[src/iowdt_pkg.sv]
// Constants shared by the I/O port watchdog timer
package iowdt_pkg;

    // ----------------------------------------------------------------
    // Register map
    // ----------------------------------------------------------------
    localparam logic [15:0] IOWDT_CTRL_PORT   = 16'h0455;
    localparam int          IOWDT_ARM_BIT     = 7;
    localparam logic [7:0]  IOWDT_CTRL_RESET  = 8'h00;

    // ----------------------------------------------------------------
    // Timing
    // ----------------------------------------------------------------
    localparam int IOWDT_CLK_NS         = 4;
    localparam int IOWDT_TIMEOUT_NS     = 1100000000;
    localparam int IOWDT_TIMEOUT_MIN_NS = 550000000;
    localparam int IOWDT_TIMEOUT_MAX_NS = 1650000000;
    localparam int IOWDT_TIMEOUT_CYC    = IOWDT_TIMEOUT_NS / IOWDT_CLK_NS;
    localparam int IOWDT_MIN_CYC        =
        (IOWDT_TIMEOUT_MIN_NS + IOWDT_CLK_NS - 1) / IOWDT_CLK_NS;
    localparam int IOWDT_MAX_CYC        = IOWDT_TIMEOUT_MAX_NS / IOWDT_CLK_NS;
    localparam int IOWDT_RST_HOLD_CYC   = 8;

endpackage

[src/iowdt_counter.sv]
// Time-out counter of the I/O port watchdog timer
`timescale 1ns/1ns
module iowdt_counter
    import iowdt_pkg::*;
#(
    parameter int LIMIT = IOWDT_TIMEOUT_CYC
) (
    input  wire logic clock,
    input  wire logic reset_n,
    input  wire logic ce,
    input  wire logic run,
    input  wire logic restart,
    output logic      expired
);
    localparam int CW = $clog2(LIMIT + 1);
    localparam logic [CW-1:0] LAST = CW'(LIMIT - 1);

    // ----------------------------------------------------------------
    // Counter
    // ----------------------------------------------------------------
    logic [CW-1:0] count_r;
    logic [CW-1:0] count_nxt;
    wire           at_last = (count_r == LAST);

    // Restart outranks expiry so a last-cycle refresh still saves the board
    assign expired   = run && at_last && !restart;
    assign count_nxt = (!run || restart || at_last) ? '0
                                                    : count_r + 1'b1;

    always_ff @(posedge clock or negedge reset_n) begin
        if (!reset_n) begin
            count_r <= '0;
        end else if (ce) begin
            count_r <= count_nxt;
        end
    end

    // ----------------------------------------------------------------
    // Checks
    // ----------------------------------------------------------------
    restart_zero_a: assert property (
        @(posedge clock) disable iff (!reset_n)
        ce && restart |=> count_r == '0)
        else $error("refresh did not restart count");

    expire_point_a: assert property (
        @(posedge clock) disable iff (!reset_n)
        expired |-> count_r == LAST && run)
        else $error("expiry at wrong count");

    idle_clear_a: assert property (
        @(posedge clock) disable iff (!reset_n)
        ce && !run |=> count_r == '0 && !expired)
        else $error("count runs while disarmed");

endmodule

[src/iowdt_top.sv]
// I/O port watchdog timer with its control register
//
// Contract
// - While armed and not refreshed in time, the block asserts module reset.
// - The time-out is nominally 1.1 s and must lie within 550 ms to 1.65 s.
// - With the setup option off the register is absent and no new reset starts; a reset pulse already started still runs its full length.
// - The setup option only makes the timer available; it stays unarmed.
// - Writing one to bit 7 of port 0x455 arms the timer.
// - Writing zero to bit 7 of port 0x455 disarms it; a reset pulse already started still runs its full length.
// - Any read of port 0x455 refreshes the timer and restarts its count.
`timescale 1ns/1ns
module iowdt_top
    import iowdt_pkg::*;
#(
    parameter int TIMEOUT_CYCLES = IOWDT_TIMEOUT_CYC,
    parameter int ADDR_W         = 16
) (
    input  wire logic              clock,
    input  wire logic              reset_n,
    input  wire logic              ce,
    input  wire logic              wdt_setup_en,
    input  wire logic [ADDR_W-1:0] io_addr,
    input  wire logic              io_rd,
    input  wire logic              io_wr,
    input  wire logic [7:0]        io_wdata,
    output logic                   io_hit,
    output logic [7:0]             io_rdata,
    output logic                   io_rdata_valid,
    output logic                   wdt_reset_out
);
    typedef enum logic [1:0] {
        IOWDT_IDLE  = 2'b00,
        IOWDT_ARMED = 2'b01,
        IOWDT_FIRE  = 2'b10
    } iowdt_state_t;

    // ----------------------------------------------------------------
    // Port decode
    // ----------------------------------------------------------------
    // Decode is gated by the setup option so the port simply vanishes
    wire addr_match = (io_addr == ADDR_W'(IOWDT_CTRL_PORT));
    assign io_hit   = wdt_setup_en && addr_match;
    wire rd_hit     = io_hit && io_rd;
    wire wr_hit     = io_hit && io_wr;
    wire wr_arm     = wr_hit && io_wdata[IOWDT_ARM_BIT];
    wire wr_disarm  = wr_hit && !io_wdata[IOWDT_ARM_BIT];

    // ----------------------------------------------------------------
    // State
    // ----------------------------------------------------------------
    iowdt_state_t state_r;
    iowdt_state_t state_nxt;
    logic [3:0]   hold_r;
    logic [3:0]   hold_nxt;
    logic         expired;

    wire armed   = (state_r == IOWDT_ARMED);
    wire hold_dn = (hold_r == 4'(IOWDT_RST_HOLD_CYC - 1));

    always_comb begin
        state_nxt = state_r;
        unique case (state_r)
            IOWDT_IDLE: begin
                if (wr_arm) begin
                    state_nxt = IOWDT_ARMED;
                end
            end
            IOWDT_ARMED: begin
                if (!wdt_setup_en || wr_disarm) begin
                    state_nxt = IOWDT_IDLE;
                end else if (expired) begin
                    state_nxt = IOWDT_FIRE;
                end
            end
            IOWDT_FIRE: begin
                if (hold_dn) begin
                    state_nxt = IOWDT_IDLE;
                end
            end
            default: state_nxt = IOWDT_IDLE;
        endcase
    end

    assign hold_nxt = (state_r == IOWDT_FIRE) ? hold_r + 4'h1 : 4'h0;

    // Comes up disarmed whatever the setup option says
    always_ff @(posedge clock or negedge reset_n) begin
        if (!reset_n) begin
            state_r <= IOWDT_IDLE;
            hold_r  <= 4'h0;
        end else if (ce) begin
            state_r <= state_nxt;
            hold_r  <= hold_nxt;
        end
    end

    // Reset output is a clean register so downstream reset logic sees no glitch
    always_ff @(posedge clock or negedge reset_n) begin
        if (!reset_n) begin
            wdt_reset_out <= 1'b0;
        end else if (ce) begin
            wdt_reset_out <= (state_nxt == IOWDT_FIRE);
        end
    end

    // ----------------------------------------------------------------
    // Read path
    // ----------------------------------------------------------------
    wire [7:0] ctrl_view = {armed, 7'h00} | IOWDT_CTRL_RESET;

    always_ff @(posedge clock or negedge reset_n) begin
        if (!reset_n) begin
            io_rdata       <= 8'h00;
            io_rdata_valid <= 1'b0;
        end else if (ce) begin
            io_rdata       <= rd_hit ? ctrl_view : 8'h00;
            io_rdata_valid <= rd_hit;
        end
    end

    // ----------------------------------------------------------------
    // Time base
    // ----------------------------------------------------------------
    // Only a read refreshes; a write of one leaves the running count alone
    iowdt_counter #(
        .LIMIT   (TIMEOUT_CYCLES)
    ) u_counter (
        .clock   (clock),
        .reset_n (reset_n),
        .ce      (ce),
        .run     (armed),
        .restart (rd_hit),
        .expired (expired)
    );

    // ----------------------------------------------------------------
    // Check helpers
    // ----------------------------------------------------------------
    // Own tally of armed cycles since the last arm or refresh, kept
    // apart from the counter module so a wrong limit hook-up shows
    // Only meaningful while armed; it clears the cycle after disarm
    localparam int            QW         = $clog2(TIMEOUT_CYCLES + 1);
    localparam logic [QW-1:0] QUIET_LAST = QW'(TIMEOUT_CYCLES - 1);

    logic [QW-1:0] quiet_r;
    logic [QW-1:0] quiet_nxt;
    wire           quiet_run = armed && !rd_hit;

    assign quiet_nxt = quiet_run ? quiet_r + 1'b1 : '0;

    always_ff @(posedge clock or negedge reset_n) begin
        if (!reset_n) begin
            quiet_r <= '0;
        end else if (ce) begin
            quiet_r <= quiet_nxt;
        end
    end

    // ----------------------------------------------------------------
    // Checks
    // ----------------------------------------------------------------
    arm_write_a: assert property (
        @(posedge clock) disable iff (!reset_n)
        ce && wr_arm && state_r == IOWDT_IDLE |=> armed)
        else $error("write of one did not arm");

    disarm_write_a: assert property (
        @(posedge clock) disable iff (!reset_n)
        ce && wr_disarm && armed |=> state_r == IOWDT_IDLE ##1 !wdt_reset_out)
        else $error("write of zero did not disarm");

    port_absent_a: assert property (
        @(posedge clock) disable iff (!reset_n)
        ce && !wdt_setup_en |-> !io_hit ##1 !io_rdata_valid)
        else $error("port answers while disabled");

    readback_a: assert property (
        @(posedge clock) disable iff (!reset_n)
        ce && rd_hit |=> io_rdata_valid && io_rdata[7] == $past(armed))
        else $error("arm bit reads back wrong");

    reserved_zero_a: assert property (
        @(posedge clock) disable iff (!reset_n)
        io_rdata_valid |-> io_rdata[6:0] == 7'h00)
        else $error("reserved bits not zero");

    reset_cause_a: assert property (
        @(posedge clock) disable iff (!reset_n)
        $rose(wdt_reset_out) |-> $past(expired && ce && armed))
        else $error("reset without time-out");

    reset_hold_a: assert property (
        @(posedge clock) disable iff (!reset_n)
        $rose(wdt_reset_out) |-> wdt_reset_out[*8])
        else $error("reset pulse too short");

    timeout_exact_a: assert property (
        @(posedge clock) disable iff (!reset_n)
        expired |-> quiet_r == QUIET_LAST)
        else $error("time-out ends early or late");

    timeout_due_a: assert property (
        @(posedge clock) disable iff (!reset_n)
        quiet_run && quiet_r == QUIET_LAST |-> expired)
        else $error("time-out passed without expiry");

    idle_data_a: assert property (
        @(posedge clock) disable iff (!reset_n)
        !io_rdata_valid |-> io_rdata == 8'h00)
        else $error("read data not zero outside a read");

    idle_quiet_a: assert property (
        @(posedge clock) disable iff (!reset_n)
        ce && state_r == IOWDT_IDLE && !wr_arm |=> state_r == IOWDT_IDLE)
        else $error("armed without a write");

endmodule

[config.mk]
export PLATFORM = sky130hd
export DESIGN_NAME = iowdt_top
export DESIGN_NICKNAME = d
export VERILOG_FILES = /design/src/iowdt_pkg.sv /design/src/iowdt_counter.sv /design/src/iowdt_top.sv
export SDC_FILE = /design/constraint.sdc
export NUM_CORES = 1
export LEC_CHECK = 0
export ABC_CLOCK_PERIOD_IN_PS = 2400
export BUFFER_PORTS_ARGS = -buffer_cell sky130_fd_sc_hd__buf_4
export CELL_PAD_IN_SITES_DETAIL_PLACEMENT = 0
export CELL_PAD_IN_SITES_GLOBAL_PLACEMENT = 1
export CORE_MARGIN = 3
export CORE_UTILIZATION = 41
export DETAILED_ROUTE_END_ITERATION = 6
export GPL_TIMING_DRIVEN = 0
export HOLD_SLACK_MARGIN = 0.1
export PLACE_DENSITY = 0.84
export RECOVER_POWER = 100
export SYNTH_ARGS = -nofsm -noshare
export SYNTH_HDL_FRONTEND = slang
export SYNTH_SLANG_ARGS = --single-unit
[constraint.sdc]
create_clock -name clock -period 2.4 [get_ports clock]
set_input_delay 0.48 -clock clock [delete_from_list [all_inputs] [get_ports clock]]
set_output_delay 0.48 -clock clock [all_outputs]
set_load 0.01 [all_outputs]
==> results by group <==
Drt
  – Via Count: around 1,800
  – Drt via density: roughly 5.2
  – Drt wl/cell: about 14 um
  – # DRC: 0
  – 1st-iter DRT viols: a little over 90
  – Post-DRT Antenna Nets: 0
  – DRT Pass-1 Iters: 4
  – Final wirelength: about 4600 um

Run status
  – Outcome: finished, violations left
  – Violated checks: max-capacitance violations, max-slew violations

Clock network
  – CTS Sinks: 38
  – Root buffer selected by CTS: clkbuf_8
  – Clock slew at reported path FFs: 0.08 ns
  – Hold Buf Count CTS: 0
  – H-tree levels: 2
  – CTS buffer count: 5
  – CTS max path bufs: 2
  – CTS tree: done
  – Worst-Skew Late Latency: about 0.28 ns
  – Post-CTS setup buffers: 0

Global route
  – Gr ovfl total: 0
  – Largest net degree at the start of global routing: 39
  – Vias in the first global route: 1,756
  – Total global-route track usage: between 10% and 20%
  – Initial antenna violation count: 0
  – First-pass GRT wire length: 7980 um

Synth
  – Seq/Total Area, Yosys: between 40 and 50%
  – Post-Synth Simple-Gate Area: between 20% and 30%
  – YS warnings: 0
  – Synth Area in Adders: under 10%
  – Mapped cell area: roughly 2100 um2
  – Largest family of logic cells by synthesized area: simple AND/OR/NAND/NOR gates
  – Post-Syn Area per Cell: 9.23 um2
  – Yosys reg bits: 38
  – Synth Area in Compound Gates: between 10% and 20%
  – Number of distinct library cells after synthesis: between 40 and 50
  – Mapped Cells: 231
  – Mux share of post-synthesis cell area: between 1.5 and 2%
  – XOR/XNOR share of the synthesized area: 6.98%

Power and ir drop
  – Worst vdd ir: roughly 0.00047 V
  – Leak: 1.01 nW
  – Pwr dens: roughly 470 nW/um2

Placed design
  – I/O Buffers: 25
  – Post-DP HPWL: approximately 3400 um
  – GP Congestion: between 0.7 and 0.8

Timing
  – Fin crit share: a little over nine tenths
  – Hold Slack: 0.488 ns
  – Final Hold Vio Count: 0
  – Min Clock Period, post-route: roughly 2.3 ns
  – Slew @ Worst Pin: roughly 2.0 ns
  – Max Clk Rate: 439 MHz
  – RSZ-0062 raised after global routing: no
  – Max-slew headroom: -34.2%
  – Final setup violation count: 0
  – Pins over their slew limit: 39
  – Clock Skew: 0.00745 ns

Worst setup path
  – Crit path max fanout: 10
  – CP required: 2.57 ns
  – Critical Path Source: u_counter.count_r[0]$_DFFE_PN0P_
  – CP Capture Type: register
  – Worst path arrival time: 2.45 ns
  – Startpoint types: register
  – R2r startpoint: u_counter.count_r[0]$_DFFE_PN0P_
  – CP Class: reg2reg

Flow run
  – Max_cap viols: 1

Finish
  – Utilization after layout: between 50% and 60%
  – Share of cells above drive strength 1: roughly 17%
  – Area Overhead vs Synth: 16.5%
  – Most frequent cells in the layout: dfrtp_1 (38), buf_4 (27), nor2_1 (23)
  – # diodes: 0
  – Fin nets: between 300 and 400
  – Commonest non-fill, non-tap cell in the layout: dfrtp_1

Min path
  – Tightest Hold Check Type: reg2reg
  – Min-Delay Startpoint: hold_r[3]$_DFFE_PN0P_

Floorplan
  – Die W: slightly below 80 um
  – I/O pin total: 41
  – Die span in y: between 70 and 80 um
  – Core area: 4880 um2
  – Rows: 25
  – Die Area: between 6000 and 7000 um2
  – Initial Util: approximately 44%
[metrics by stage]
step           power (mW)  setup WS, ns  cell area (um2)  std cells  setup TNS [ns]
6_report             1.17         0.123             2480        336               0
5_1_grt              1.22       0.00921             2480        336               0
4_1_cts              1.19       0.00311             2510        336               0
3_5_place_dp        0.776       -0.0949             2430        329           -1.50
3_3_place_gp        0.775       -0.0565             2430        329          -0.965
2_1_floorplan       0.719         0.231             2150        237               0
[synth_stat cells, drive strengths merged]
| master | n | share of area [%] |
|---|---|---|
| nor2 | 23 | 4.0 |
| ha | 2 | 1.2 |
| conb | 1 | 0.18 |
| a211o | 1 | 0.41 |
| and3 | 5 | 1.5 |
| nand4 | 9 | 2.6 |
| nor3b | 1 | 0.35 |
| nand3 | 11 | 2.8 |
| a211oi | 1 | 0.35 |
| a22o | 2 | 0.82 |
| nand4b | 3 | 1.2 |
| and4 | 3 | 1.2 |
| nor2b | 3 | 0.88 |
| o2bb2ai | 1 | 0.41 |
| mux2 | 3 | 1.6 |
| nor4b | 3 | 1.2 |
| xnor2 | 11 | 4.5 |
| o221ai | 2 | 0.82 |
| a21oi | 8 | 2.1 |
| nor3 | 6 | 1.4 |
| or2 | 1 | 0.29 |
| clkbuf | 4 | 0.70 |
| and2 | 1 | 0.29 |
| nand2b | 2 | 0.59 |
| buf | 11 | 3.7 |
| nand2 | 20 | 3.5 |
| nor4bb | 1 | 0.47 |
| o21a | 1 | 0.35 |
| o31ai | 3 | 1.1 |
| inv | 9 | 1.6 |
| dfrtp | 38 | 45 |
| o32ai | 1 | 0.41 |
| o21ai | 13 | 3.1 |
| nand4bb | 2 | 1.1 |
| or3 | 8 | 2.6 |
| nor4 | 7 | 2.1 |
| or4 | 3 | 1.2 |
| xor2 | 6 | 2.5 |
| o211ai | 1 | 0.35 |
[cell type report]
type | instances | area, um2
inverter | 9 | 33.8
buffer | 15 | 91.3
clock inverter | 2 | 10.0
tap | 67 | 83.8
fill | 484 | 2390
timing repair buffer | 25 | 165
sequential | 38 | 951
multi-input combinational | 175 | 1080
clock buffer | 5 | 68.8
[cells by family after synthesis]
group,Yosys count
and+or+nand+nor,112
DFF,38
AOI/OAI and AO/OA,34
buffers and inverters,24
xor gates and xnor gates,17
muxes,3
adders and majority gates,2
other,1
[flip-flops by register name (all words and copies together) (netlist names)]
name,cells
hold_r,4
io_rdata,1
io_rdata_valid,1
state_r,2
u_counter.count_r,29
wdt_reset_out,1
[metal layers]
layer | global-route usage (%) | vias up | part of all wire [%]
met4 | 3.50 | 0 | 0.42
met2 | 27.1 | 22 | 48
li1 | - | 891 | -
met1 | 20.8 | 845 | 48
met3 | 3.78 | 2 | 2.8
met5 | 0 | - | 0
[worst max-delay path, stage by stage, from the launching register on]
cell and delay [ns]:
dfrtp_1 0.41, ha_1 0.25, nand2_1 0.07, or4_1 0.57, o21ai_2 0.25, o21a_2 0.27, buf_2 0.26, nor2_1 0.08
[timing repair]
action / CTS / global route
gates resized for setup: 1 / 2
gates cloned: 0 / 0
endpoints found under the setup margin: 20 / 20
[power breakdown]
part	internal [mW]	switching (mW)	leakage, nW
clock	0.195	0.220	0.0438
sequential	0.650	0.00687	0.529
combinational	0.0464	0.0555	0.442
total	0.891	0.283	1.01
[path summary, 6_finish.rpt]
path | end | slack [ns] | depth (start not counted)
worst min register to register | hold_r[3]$_DFFE_PN0P_ | 0.49 | 1
worst min-delay path | hold_r[3]$_DFFE_PN0P_ | 0.49 | 1
max in group asynchronous | u_counter.count_r[19]$_DFFE_PN0P_ | 0.48 | 1
worst max register to register | u_counter.count_r[10]$_DFFE_PN0P_ | 0.12 | 7
worst max-delay path | u_counter.count_r[10]$_DFFE_PN0P_ | 0.12 | 7
min in group asynchronous | u_counter.count_r[23]$_DFFE_PN0P_ | 0.77 | 1
No activity file was read; power rests on OpenSTA's default activity.
